**src/rtl/tws_defines.vh**
```
// constants for the two-wire slave and software master block
`ifndef TWS_DEFINES_VH
`define TWS_DEFINES_VH

`define TWS_ADDR_CON 8'hE8
`define TWS_ADDR_ADD_B 8'h91
`define TWS_ADDR_ADD_C 8'h92
`define TWS_ADDR_ADD_D 8'h93
`define TWS_ADDR_DAT 8'h9A
`define TWS_ADDR_ADD_A 8'h9B

`define TWS_RST_ADD_A 8'h55
`define TWS_RST_ADD_X 8'h7F
`define TWS_RST_DAT 8'h00

`define TWS_BIT_FLAG 0
`define TWS_BIT_DIR 1
`define TWS_BIT_SRST 2
`define TWS_BIT_MSEL 3
`define TWS_BIT_MDI 4
`define TWS_BIT_MCO 5
`define TWS_BIT_MDE 6
`define TWS_BIT_MDO 7
`define TWS_BIT_STOPEN 7

`define TWS_CAUSE_START 2'h0
`define TWS_CAUSE_RSTART 2'h1
`define TWS_CAUSE_DATA 2'h2
`define TWS_CAUSE_STOP 2'h3

`define TWS_IRQ_VECTOR 16'h003B

// 50 ns glitch window over the 8 ns core clock, rounded up
`define TWS_FILT_CYCLES 4'h7

`endif

```
**src/rtl/tws_core.v**
```verilog
// two-wire hardware slave with software master mode, on the core sfr bus
`timescale 1ns/1ps
`include "tws_defines.vh"

module tws_core #(
   parameter [3:0] FILT_CYCLES = `TWS_FILT_CYCLES
) (
   input wire core_clk,
   input wire reset_n,
   input wire [7:0] sfr_addr,
   input wire sfr_wr,
   input wire sfr_rd,
   input wire [7:0] sfr_wdata,
   output reg [7:0] sfr_rdata,
   input wire spi_enable_bit,
   input wire spi_relocate,
   input wire irq_enable_prio2,
   input wire global_irq_enable,
   output reg irq_req,
   output reg [15:0] irq_vector,
   input wire serial_data_pin_in,
   output reg serial_data_pin_out,
   output reg serial_data_pin_oe,
   input wire serial_clock_pin_in,
   output reg serial_clock_pin_out,
   output reg serial_clock_pin_oe
);

   localparam [6:0] S_IDLE = 7'h01;
   localparam [6:0] S_RXB = 7'h02;
   localparam [6:0] S_ACK = 7'h04;
   localparam [6:0] S_STR = 7'h08;
   localparam [6:0] S_TXB = 7'h10;
   localparam [6:0] S_TACK = 7'h20;
   localparam [6:0] S_HALT = 7'h40;

   function addr_hit;
      input [7:0] first_byte;
      input [7:0] own_addr;
      begin
         addr_hit = (first_byte[7:1] == own_addr[6:0]);
      end
   endfunction

   // pin synchronisers and glitch filters, index 0 data, 1 clock
   wire [1:0] raw_pin;
   reg [1:0] meta_reg;
   reg [1:0] sync_reg;
   reg [1:0] filt_reg;
   reg [1:0] filt_prev_reg;
   assign raw_pin = {serial_clock_pin_in, serial_data_pin_in};

   genvar gi;
   generate
      for (gi = 0; gi < 2; gi = gi + 1) begin : g_filt
         reg [3:0] stable_cnt_reg;
         always @(posedge core_clk or negedge reset_n) begin
            if (!reset_n) begin
               meta_reg[gi] <= 1'b1;
               sync_reg[gi] <= 1'b1;
               filt_reg[gi] <= 1'b1;
               filt_prev_reg[gi] <= 1'b1;
               stable_cnt_reg <= 4'h0;
            end else begin
               meta_reg[gi] <= raw_pin[gi];
               sync_reg[gi] <= meta_reg[gi];
               filt_prev_reg[gi] <= filt_reg[gi];
               // new level must persist the whole window to be accepted
               if (sync_reg[gi] != filt_reg[gi]) begin
                  if (stable_cnt_reg == FILT_CYCLES - 4'h1) begin
                     filt_reg[gi] <= sync_reg[gi];
                     stable_cnt_reg <= 4'h0;
                  end else begin
                     stable_cnt_reg <= stable_cnt_reg + 4'h1;
                  end
               end else begin
                  stable_cnt_reg <= 4'h0;
               end
            end
         end
      end
   endgenerate

   wire sda_f = filt_reg[0];
   wire scl_f = filt_reg[1];
   wire scl_rise = scl_f & ~filt_prev_reg[1];
   wire scl_fall = ~scl_f & filt_prev_reg[1];
   wire start_det = scl_f & filt_prev_reg[1] & ~sda_f & filt_prev_reg[0];
   wire stop_det = scl_f & filt_prev_reg[1] & sda_f & ~filt_prev_reg[0];

   // software registers
   reg [7:0] slave_address_a_reg;
   reg [7:0] slave_address_b_reg;
   reg [7:0] slave_address_c_reg;
   reg [7:0] slave_address_d_reg;
   reg master_select_reg;
   reg sw_data_out_reg;
   reg sw_data_drive_en_reg;
   reg sw_clock_out_reg;
   reg sw_data_in_reg;
   reg stop_irq_en_reg;
   reg iface_soft_reset_reg;

   // slave engine
   reg [6:0] state_reg;
   reg [7:0] shift_reg;
   reg [2:0] bit_cnt_reg;
   reg got8_reg;
   reg addr_phase_reg;
   reg rep_start_reg;
   reg sda_low_reg;
   reg xfer_direction_reg;
   reg byte_done_flag_reg;
   reg [1:0] irq_cause_reg;
   reg accessed_reg;
   reg [7:0] serial_byte_data_reg;

   wire iface_en = ~spi_enable_bit | spi_relocate;
   wire con_wr = sfr_wr & (sfr_addr == `TWS_ADDR_CON);
   wire data_access = (sfr_wr | sfr_rd) & (sfr_addr == `TWS_ADDR_DAT);
   wire slave_hold = iface_soft_reset_reg | master_select_reg |
                     ~iface_en;
   wire any_hit = addr_hit(shift_reg, slave_address_a_reg) |
                  addr_hit(shift_reg, slave_address_b_reg) |
                  addr_hit(shift_reg, slave_address_c_reg) |
                  addr_hit(shift_reg, slave_address_d_reg);
   wire byte_set = (state_reg == S_ACK & scl_fall) |
                   (state_reg == S_TACK & scl_fall & got8_reg);
   // halting only counts once an exchange is under way; idle setup is free
   wire halt_now = data_access & accessed_reg & ~byte_set &
                   (state_reg != S_IDLE) & ~slave_hold;

   always @(posedge core_clk or negedge reset_n) begin
      if (!reset_n) begin
         slave_address_a_reg <= `TWS_RST_ADD_A;
         slave_address_b_reg <= `TWS_RST_ADD_X;
         slave_address_c_reg <= `TWS_RST_ADD_X;
         slave_address_d_reg <= `TWS_RST_ADD_X;
         master_select_reg <= 1'b0;
         sw_data_out_reg <= 1'b0;
         sw_data_drive_en_reg <= 1'b0;
         sw_clock_out_reg <= 1'b0;
         sw_data_in_reg <= 1'b0;
         stop_irq_en_reg <= 1'b0;
         iface_soft_reset_reg <= 1'b0;
      end else begin
         if (sfr_wr) begin
            case (sfr_addr)
               `TWS_ADDR_ADD_A: slave_address_a_reg <= sfr_wdata;
               `TWS_ADDR_ADD_B: slave_address_b_reg <= sfr_wdata;
               `TWS_ADDR_ADD_C: slave_address_c_reg <= sfr_wdata;
               `TWS_ADDR_ADD_D: slave_address_d_reg <= sfr_wdata;
               default: ;
            endcase
         end
         if (con_wr) begin
            master_select_reg <= sfr_wdata[`TWS_BIT_MSEL];
            if (master_select_reg) begin
               sw_data_out_reg <= sfr_wdata[`TWS_BIT_MDO];
               sw_data_drive_en_reg <= sfr_wdata[`TWS_BIT_MDE];
               sw_clock_out_reg <= sfr_wdata[`TWS_BIT_MCO];
            end else begin
               stop_irq_en_reg <= sfr_wdata[`TWS_BIT_STOPEN];
               iface_soft_reset_reg <= sfr_wdata[`TWS_BIT_SRST];
            end
         end
         // the pin is read back, so a stretching slave delays the sample
         if (master_select_reg & ~sw_data_drive_en_reg & scl_rise) begin
            sw_data_in_reg <= sda_f;
         end
      end
   end

   always @(posedge core_clk or negedge reset_n) begin
      if (!reset_n) begin
         state_reg <= S_IDLE;
         shift_reg <= 8'h00;
         bit_cnt_reg <= 3'h0;
         got8_reg <= 1'b0;
         addr_phase_reg <= 1'b0;
         rep_start_reg <= 1'b0;
         sda_low_reg <= 1'b0;
         xfer_direction_reg <= 1'b0;
         byte_done_flag_reg <= 1'b0;
         irq_cause_reg <= `TWS_CAUSE_START;
         accessed_reg <= 1'b0;
         serial_byte_data_reg <= `TWS_RST_DAT;
      end else begin
         if (sfr_wr & (sfr_addr == `TWS_ADDR_DAT)) begin
            serial_byte_data_reg <= sfr_wdata;
         end
         if (byte_set) begin
            byte_done_flag_reg <= 1'b1;
            accessed_reg <= 1'b0;
         end else if (data_access) begin
            byte_done_flag_reg <= 1'b0;
            accessed_reg <= 1'b1;
         end
         if (slave_hold) begin
            state_reg <= S_IDLE;
            sda_low_reg <= 1'b0;
            got8_reg <= 1'b0;
            addr_phase_reg <= 1'b0;
            byte_done_flag_reg <= 1'b0;
            accessed_reg <= 1'b0;
         end else if (start_det & (state_reg != S_HALT) &
                      ((state_reg == S_IDLE) | ~xfer_direction_reg)) begin
            state_reg <= S_RXB;
            rep_start_reg <= (state_reg != S_IDLE);
            addr_phase_reg <= 1'b1;
            bit_cnt_reg <= 3'h0;
            got8_reg <= 1'b0;
            sda_low_reg <= 1'b0;
         end else if (stop_det & (state_reg != S_HALT)) begin
            if (state_reg != S_IDLE) begin
               irq_cause_reg <= `TWS_CAUSE_STOP;
            end
            state_reg <= S_IDLE;
            sda_low_reg <= 1'b0;
            addr_phase_reg <= 1'b0;
         end else if (halt_now) begin
            state_reg <= S_HALT;
            sda_low_reg <= 1'b0;
         end else begin
            case (state_reg)
               S_IDLE: ;
               S_RXB: begin
                  if (scl_rise) begin
                     shift_reg <= {shift_reg[6:0], sda_f};
                     bit_cnt_reg <= bit_cnt_reg + 3'h1;
                     if (bit_cnt_reg == 3'h7) begin
                        got8_reg <= 1'b1;
                     end
                  end else if (scl_fall & got8_reg) begin
                     got8_reg <= 1'b0;
                     if (~addr_phase_reg | any_hit) begin
                        state_reg <= S_ACK;
                        sda_low_reg <= 1'b1;
                     end else begin
                        state_reg <= S_IDLE;
                        addr_phase_reg <= 1'b0;
                     end
                  end
               end
               S_ACK: begin
                  if (scl_fall) begin
                     sda_low_reg <= 1'b0;
                     state_reg <= S_STR;
                     serial_byte_data_reg <= shift_reg;
                     addr_phase_reg <= 1'b0;
                     if (addr_phase_reg) begin
                        xfer_direction_reg <= shift_reg[0];
                        irq_cause_reg <= rep_start_reg ?
                           `TWS_CAUSE_RSTART : `TWS_CAUSE_START;
                     end else begin
                        irq_cause_reg <= `TWS_CAUSE_DATA;
                     end
                  end
               end
               S_STR: begin
                  if (~byte_done_flag_reg) begin
                     bit_cnt_reg <= 3'h0;
                     if (xfer_direction_reg) begin
                        state_reg <= S_TXB;
                        shift_reg <= serial_byte_data_reg;
                        sda_low_reg <= ~serial_byte_data_reg[7];
                     end else begin
                        state_reg <= S_RXB;
                     end
                  end
               end
               S_TXB: begin
                  if (scl_fall) begin
                     bit_cnt_reg <= bit_cnt_reg + 3'h1;
                     if (bit_cnt_reg == 3'h7) begin
                        sda_low_reg <= 1'b0;
                        got8_reg <= 1'b0;
                        state_reg <= S_TACK;
                     end else begin
                        shift_reg <= {shift_reg[6:0], 1'b0};
                        sda_low_reg <= ~shift_reg[6];
                     end
                  end
               end
               S_TACK: begin
                  if (scl_rise) begin
                     got8_reg <= ~sda_f;
                  end else if (scl_fall) begin
                     got8_reg <= 1'b0;
                     if (got8_reg) begin
                        state_reg <= S_STR;
                        irq_cause_reg <= `TWS_CAUSE_DATA;
                     end else begin
                        state_reg <= S_IDLE;
                     end
                  end
               end
               S_HALT: ;
               default: state_reg <= S_IDLE;
            endcase
         end
      end
   end

   // registered pins, bus read data and interrupt
   always @(posedge core_clk or negedge reset_n) begin
      if (!reset_n) begin
         serial_data_pin_out <= 1'b0;
         serial_data_pin_oe <= 1'b0;
         serial_clock_pin_out <= 1'b0;
         serial_clock_pin_oe <= 1'b0;
         sfr_rdata <= 8'h00;
         irq_req <= 1'b0;
         irq_vector <= `TWS_IRQ_VECTOR;
      end else begin
         if (~iface_en) begin
            serial_data_pin_out <= 1'b0;
            serial_data_pin_oe <= 1'b0;
            serial_clock_pin_out <= 1'b0;
            serial_clock_pin_oe <= 1'b0;
         end else if (master_select_reg) begin
            serial_data_pin_out <= sw_data_out_reg;
            serial_data_pin_oe <= sw_data_drive_en_reg;
            serial_clock_pin_out <= sw_clock_out_reg;
            serial_clock_pin_oe <= 1'b1;
         end else begin
            // slave only ever pulls low; the line's pull-up gives high
            serial_data_pin_out <= 1'b0;
            serial_data_pin_oe <= sda_low_reg;
            serial_clock_pin_out <= 1'b0;
            serial_clock_pin_oe <= (state_reg == S_STR) &
                                   byte_done_flag_reg;
         end
         // the flag leaves on the access, so the request drops with it
         irq_req <= byte_done_flag_reg & ~data_access &
                    irq_enable_prio2 & global_irq_enable;
         irq_vector <= `TWS_IRQ_VECTOR;
         if (sfr_rd) begin
            case (sfr_addr)
               `TWS_ADDR_ADD_A: sfr_rdata <= slave_address_a_reg;
               `TWS_ADDR_ADD_B: sfr_rdata <= slave_address_b_reg;
               `TWS_ADDR_ADD_C: sfr_rdata <= slave_address_c_reg;
               `TWS_ADDR_ADD_D: sfr_rdata <= slave_address_d_reg;
               `TWS_ADDR_DAT: sfr_rdata <= serial_byte_data_reg;
               `TWS_ADDR_CON: begin
                  if (master_select_reg) begin
                     sfr_rdata <= {sw_data_out_reg, sw_data_drive_en_reg,
                                   sw_clock_out_reg, sw_data_in_reg,
                                   1'b1, 3'h0};
                  end else begin
                     sfr_rdata <= {stop_irq_en_reg, 1'b0, irq_cause_reg,
                                   1'b0, iface_soft_reset_reg,
                                   xfer_direction_reg,
                                   byte_done_flag_reg};
                  end
               end
               default: sfr_rdata <= 8'h00;
            endcase
         end
      end
   end

endmodule // tws_core

```
**config.mk**
```make
export PLATFORM = sky130hd
export DESIGN_NAME = tws_core
export DESIGN_NICKNAME = d
export VERILOG_FILES = /design/src/rtl/tws_core.v
export VERILOG_INCLUDE_DIRS = /design/src /design/src/rtl
export SDC_FILE = /design/constraint.sdc
export NUM_CORES = 1
export LEC_CHECK = 0
export BUFFER_PORTS_ARGS = -buffer_cell sky130_fd_sc_hd__buf_2
export CAP_MARGIN = 10
export CORE_UTILIZATION = 35
export DETAILED_ROUTE_END_ITERATION = 12
export RECOVER_POWER = 25
export SYNTH_ARGS = -nofsm -noshare
export SYNTH_HDL_FRONTEND = slang
export SYNTH_SLANG_ARGS = --single-unit
```
**constraint.sdc**
```tcl
create_clock -name core_clk -period 3.51 [get_ports core_clk]
set_input_delay 0.5265 -clock core_clk [delete_from_list [all_inputs] [get_ports core_clk]]
set_output_delay 0.5265 -clock core_clk [all_outputs]
set_load 0.01 [all_outputs]
```
==> impl_metrics.py, run 1 <==
metrics = {
    "grt": {
        "grt-ovfl-total": 0,
        "grt_use_met1_pct": 24.6,
        "grt_pass1_wl_um": 22600,
        "grt_pass1_vias": 4056,
        "top_usage_layer": "met2",
        "grt.met2_usage_pct": 27.8,
        "grtUsageTotal_pct": 17.9,
        "globalRouteMet3Util_pct": 2.71,
        "grt_max_degree": 65,
        "antenna_found_initial": 0,
    },
    "synthesis": {
        "async_flop_share_pct": 100,
        "synth-seq-cells": 103,
        "synth_cell_type_count": 61,
        "synth_area_um2": 5730,
        "syn_inst": 549,
        "yosysWarnings": 0,
        "syn_avg_cell_area_um2": 10.4,
        "ys.flop_type": "dfrtp_1",
        "synth_edf_count": 0,
        "yosysSeqAreaShare_pct": 45.7,
    },
    "drt": {
        "drtIter0Drc": 322,
        "drc": 0,
        "wirelength_um": 14300,
        "viasPerCell": 5.36,
        "num_vias": 4281,
        "wl_per_cell_um": 17.9,
        "drt.antenna.violating_nets": 0,
        "drt-pass1-iter-count": 6,
    },
    "place": {
        "placed_area_um2": 6100,
        "place_hpwl_um": 10600,
        "place.gp.congestion": 0.893,
        "io_buffer_count": 38,
        "post-place-ws_ns": 0.324,
    },
    "die": {
        "chipWidth_um": 130,
        "initial_utilization_pct": 35.9,
        "ioPinCount": 55,
        "core_um2": 15900,
        "rows": 46,
        "dieHeight_um": 130,
        "design.die.area_um2": 16900,
    },
    "cts": {
        "clk_pin_slew_ns": 0.07,
        "ctsResizeCount": 0,
        "root_buffer": "clkbuf_16",
        "numCtsBuffers": 9,
        "post-cts-setup-buffer-count": 0,
        "cts_tree": "built",
        "clk_latency_ns": 0.35,
        "cts_num_sinks": 103,
        "htreeDepth": 3,
        "cts_max_path_buffers": 2,
        "hold_buffers": 0,
    },
    "setup_path": {
        "critPathLaunch": "state_reg[4]",
        "crit_type": "flop to flop",
        "endpoint_kind": "flop",
        "start_kind": "flop",
        "reg2reg_from": "state_reg[4]",
        "cp_data_arrival_time_ns": 3.48,
        "crit_fanout": 8,
        "crit_required_ns": 3.74,
    },
    "sta": {
        "relSlewSlack_pct": -7.98,
        "hold_viol": 0,
        "setup_viol": 0,
        "setup_tns_ns": 0,
        "worst_slack_ns": 0.258,
        "tightest_slew_ns": 1.62,
        "skew_ns": 0.0116,
        "holdWs_ns": 0.269,
        "finalCritPeriodShare_pct": 92.7,
        "slew_viol_final": 64,
        "max_freq_mhz": 307,
        "post-route-min-period_ns": 3.25,
        "grt_setup_unrepaired": "no",
    },
    "cells_and_area": {
        "stdcell_area_um2": 6410,
        "final_util_pct": 40.2,
        "diodes": 0,
        "num-nets-final": 613,
        "syn_to_final_growth_pct": 11.8,
        "drive_gt1_share_pct": 28.8,
    },
    "outcome": {
        "status": "complete, but fails checks",
        "violations": "max-capacitance violations, max-slew violations",
    },
    "power_and_ir_drop": {
        "power_density_nw_per_um2": 441,
        "ir_drop_mv": 0.256,
        "p_leak_nw": 2.88,
    },
    "run": {
        "maxCapViolCount": 1,
    },
    "hold_path": {
        "hold_start": "serial_data_pin_in",
        "hp-class": "input pin to flop",
    },
}
-- stage by stage --
stage	power, mW	instances
5_1_grt	2.96	799
4_1_cts	2.86	799
6_report	2.82	799
2_1_floorplan	1.66	563
3_5_place_dp	1.81	783
3_3_place_gp	1.79	783
-- worst max-delay path, cell delays in order (launching register included) --
cell	delay, ns
dfrtp_1	0.46
or4b_2	0.72
o211ai_1	0.39
o31ai_2	0.23
or2_1	0.40
a2111oi_4	0.52
mux2_2	0.41
-- placed cells by master, fill, tap and decap left out, types with 3 or more instances in the layout --
cell type  netlist  routed
dfrtp_1         69      69
mux2_2          61      61
nor2_1          43      43
nand2_1         42      42
buf_2            1      37
dfstp_2         34      32
xnor2_1         23      23
a21oi_1         23      23
o21ai_0         19      19
conb_1           2      16
xor2_1          14      14
inv_1           13      13
nand3_1         11      11
buf_4           17      11
a22oi_1         10      10
nor4_1          10       9
mux2i_1          9       9
ha_1             9       9
clkbuf_16        0       9
a31oi_1          8       8
nor2b_1          7       7
nor3_1           7       7
nand3b_1         6       6
nand4_1          6       6
a221oi_1         6       6
or3_1            5       5
and3_1           5       5
a211oi_1         5       5
nand2b_1         4       4
o41ai_1          4       4
o31ai_1          3       3
o211ai_1         3       3
or4_1            3       3
nor4b_1          3       3
a22o_1           3       3
-- cells in the mapped netlist, types with 3 or more instances --
library cell | count | area, µm²
dfrtp_1 | 69 | 1730
mux2_2 | 61 | 687
nor2_1 | 43 | 161
nand2_1 | 42 | 158
dfstp_2 | 34 | 893
clkbuf_1 | 24 | 90.1
a21oi_1 | 23 | 115
xnor2_1 | 23 | 201
o21ai_0 | 19 | 95.1
buf_4 | 17 | 128
xor2_1 | 14 | 123
inv_1 | 13 | 48.8
nand3_1 | 11 | 55.1
a22oi_1 | 10 | 75.1
nor4_1 | 10 | 62.6
ha_1 | 9 | 113
mux2i_1 | 9 | 90.1
a31oi_1 | 8 | 50.1
nor2b_1 | 7 | 43.8
nor3_1 | 7 | 35.0
a221oi_1 | 6 | 52.6
nand3b_1 | 6 | 45.0
nand4_1 | 6 | 37.5
a211oi_1 | 5 | 37.5
and3_1 | 5 | 31.3
or3_1 | 5 | 31.3
nand2b_1 | 4 | 25.0
o41ai_1 | 4 | 35.0
a22o_1 | 3 | 26.3
nor4b_1 | 3 | 26.3
o211ai_1 | 3 | 22.5
o31ai_1 | 3 | 22.5
or4_1 | 3 | 22.5
-- metal layers --
layer  up-vias  wire length (µm)
met3        19               693
met2       135              6690
met1      2118              6640
met5         -                 0
met4         0               307
li1       2009                 -
-- cells by family after synthesis --
family                     Yosys count  share of synthesized area (%)
buffers and inverters               60                           5.33
AOI/OAI and AO/OA                  100                           12.4
DFF                                103                           45.7
adders and majority gates            9                           1.97
xor gates and xnor gates            37                           5.66
other                                2                          0.131
muxes                               70                           13.6
and+or+nand+nor                    168                           15.2
-- power breakdown --
group          internal (mW)  switching, mW
logic                  0.169          0.235
clock network          0.566          0.472
registers               1.29         0.0901
total                   2.02          0.798
-- worst paths after layout --
kind                                                to  slack [ns]  cells past startpoint
min                                        meta_reg[0]        0.27                      1
min reg2reg                                sync_reg[1]        0.35                      0
max                                       shift_reg[1]        0.26                      6
max in group asynchronous       slave_address_b_reg[6]        1.94                      2
max reg2reg                               shift_reg[1]        0.26                      6
min in group asynchronous  g_filt[0].stable_cnt_reg[1]        0.58                      1
-- area by class of cell --
cell class / count / area [µm²]
Sequential cell: 103 / 2620
Fill cell: 1571 / 9540
Timing Repair Buffer: 50 / 293
Multi-Input combinational cell: 400 / 2860
Clock buffer: 10 / 229
Clock inverter: 6 / 77.6
Inverter: 14 / 52.6
Tap cell: 216 / 270
Note: power is estimated with default switching activity, not from simulation.
==> run 2, diff against run 1 <==
--- a/config.mk
+++ b/config.mk
@@ -11,6 +11,7 @@
 export CORE_UTILIZATION = 35
 export DETAILED_ROUTE_END_ITERATION = 12
 export RECOVER_POWER = 25
+export REMOVE_ABC_BUFFERS = 1
 export SYNTH_ARGS = -nofsm -noshare
 export SYNTH_HDL_FRONTEND = slang
 export SYNTH_SLANG_ARGS = --single-unit
==> run 2 against run 1 <==
Effect of this change: the run still ends with max-capacitance violations, max-slew violations left; clock skew up 0.0022 ns; wire length is 2.7% higher; highest routed layer unchanged; flip-flop and latch count did not move; design area decreased by 0.43%.
==> impl_metrics.py, run 2 (synthesis results as in run 1) <==
metrics = {
    "outcome": {
        "violations": "max-capacitance violations, max-slew violations",
        "status": "complete, but fails checks",
    },
    "cts": {
        "clk_latency_ns": 0.36,
        "hold_buffers": 0,
        "numCtsBuffers": 9,
        "ctsResizeCount": 0,
        "root_buffer": "clkbuf_16",
        "htreeDepth": 3,
        "clk_pin_slew_ns": 0.07,
        "cts_max_path_buffers": 2,
        "cts_num_sinks": 103,
        "cts_tree": "built",
        "post-cts-setup-buffer-count": 0,
    },
    "sta": {
        "skew_ns": 0.0137,
        "slew_viol_final": 47,
        "tightest_slew_ns": 2.65,
        "grt_setup_unrepaired": "no",
        "post-route-min-period_ns": 3.22,
        "setup_viol": 0,
        "max_freq_mhz": 311,
        "setup_tns_ns": 0,
        "hold_viol": 0,
        "finalCritPeriodShare_pct": 91.7,
        "relSlewSlack_pct": -76.7,
    },
    "die": {
        "design.die.area_um2": 16900,
        "chipWidth_um": 130,
        "ioPinCount": 55,
        "rows": 46,
        "dieHeight_um": 130,
        "initial_utilization_pct": 35.9,
        "core_um2": 15900,
    },
    "power_and_ir_drop": {
        "p_comb_share_pct": 14.6,
        "pwr-share-seq_pct": 50.1,
        "pwr-share-clk_pct": 35.3,
        "ir_drop_mv": 0.226,
        "power_density_nw_per_um2": 430,
        "p_leak_nw": 2.86,
        "switchingPower_mw": 0.803,
        "p_int_mw": 1.94,
        "p_sw_share_pct": 29.3,
    },
    "cells_and_area": {
        "diodes": 0,
        "instances_no_fill": 799,
        "stdcell_area_um2": 6380,
        "final_cell_mix": "dfrtp_1, mux2_2, nor2_1, nand2_1, buf_2",
        "final_common_cell": "dfrtp_1",
        "final_util_pct": 40.0,
        "syn_to_final_growth_pct": 11.3,
        "num-nets-final": 613,
        "drive_gt1_share_pct": 28.5,
    },
    "drt": {
        "viasPerCell": 5.41,
        "wl_per_cell_um": 18.4,
        "drt-pass1-iter-count": 5,
        "wirelength_um": 14700,
        "drtIter0Drc": 337,
        "drc": 0,
        "drt.antenna.violating_nets": 0,
        "num_vias": 4324,
    },
    "grt": {
        "grt-ovfl-total": 0,
        "grt_pass1_vias": 4093,
        "grtUsageTotal_pct": 18.5,
        "antenna_found_initial": 0,
        "grt_max_degree": 58,
        "grt_pass1_wl_um": 23300,
    },
    "setup_path": {
        "cp_data_arrival_time_ns": 3.46,
        "start_kind": "flop",
        "r2r_cells": 6,
        "endpoint_kind": "flop",
        "r2r_slack_ns": 0.29,
        "crit_type": "flop to flop",
        "crit_fanout": 10,
        "reg2reg_from": "state_reg[1]",
        "rr_endpoint": "shift_reg[4]",
        "crit_required_ns": 3.75,
    },
    "hold_path": {
        "hp-class": "input pin to flop",
        "min_to": "meta_reg[0]",
        "hold_depth": 1,
        "hold_start": "serial_data_pin_in",
    },
    "place": {
        "place.gp.congestion": 0.898,
        "io_buffer_count": 38,
        "place_hpwl_um": 10900,
        "dp_cells": 783,
        "placed_area_um2": 6100,
    },
    "run": {
        "maxCapViolCount": 1,
    },
}
[run 2: cell types whose count changed in the layout (fill, tap and decap cells not counted)]
cell | previous run | this run
clkbuf_1 | 1 | 2
clkinvlp_4 | 1 | 2
clkinv_2 | 0 | 2
clkinv_8 | 0 | 1
bufinv_16 | 1 | 0
dfstp_2 | 32 | 31
buf_4 | 11 | 10
inv_8 | 2 | 0
dfstp_1 | 2 | 3
clkbuf_2 | 1 | 0
inv_6 | 0 | 1
clkinv_4 | 2 | 1
[run 2: through the flow]
stage          hold slack [ns]  setup slack, ns  total power, mW
6_report                 0.272            0.291             2.74
5_1_grt                  0.272           0.0692             2.87
4_1_cts                  0.220            0.295             2.77
3_5_place_dp             0.349            0.309             1.80
3_3_place_gp             0.348            0.398             1.79
2_1_floorplan            0.231            0.203             1.63
[run 2: metal layers]
metal  wire length (µm)  track usage, %  vias up
met3                725            2.21       13
li1                   -               -     2003
met1               7050            26.5     2162
met4                218            6.57        0
met2               6720            28.6      146
met5                  0               0        -
[run 2: how the worst max path moves through the flow]
stage,start,to,slack [ns]
after CTS,state_reg[1],shift_reg[4],0.29
after global routing,state_reg[1],shift_reg[4],0.07
after global placement,state_reg[1],shift_reg[7],0.40
after detailed placement,state_reg[1],shift_reg[4],0.31
final,state_reg[1],shift_reg[4],0.29
after floorplan,state_reg[4],shift_reg[0],0.20
[run 2: critical path, stage by stage (launching register included)]
cell and delay (ns):
dfrtp_1 0.49, or4b_2 0.69, o21ai_0 0.31, o31ai_1 0.24, or2_1 0.42, a2111oi_4 0.54
mux2_2 0.42
[run 2: final cells by class]
cell class	count	area, µm²
clock buffer	9	225
timing repair buffer	50	288
clock inverter	7	58.8
sequential	103	2620
tap	216	270
multi-input combinational	400	2860
fill	1584	9560
inverter	14	52.6
[run 2: power by group through the flow]
stage | sequential, mW | combinational (mW) | clock, mW
floorplan | 1.38 | 0.249 | 0
global placement | 1.39 | 0.396 | 0
detailed placement | 1.40 | 0.399 | 0
CTS | 1.38 | 0.402 | 0.990
global route | 1.39 | 0.447 | 1.03
finish | 1.38 | 0.401 | 0.968
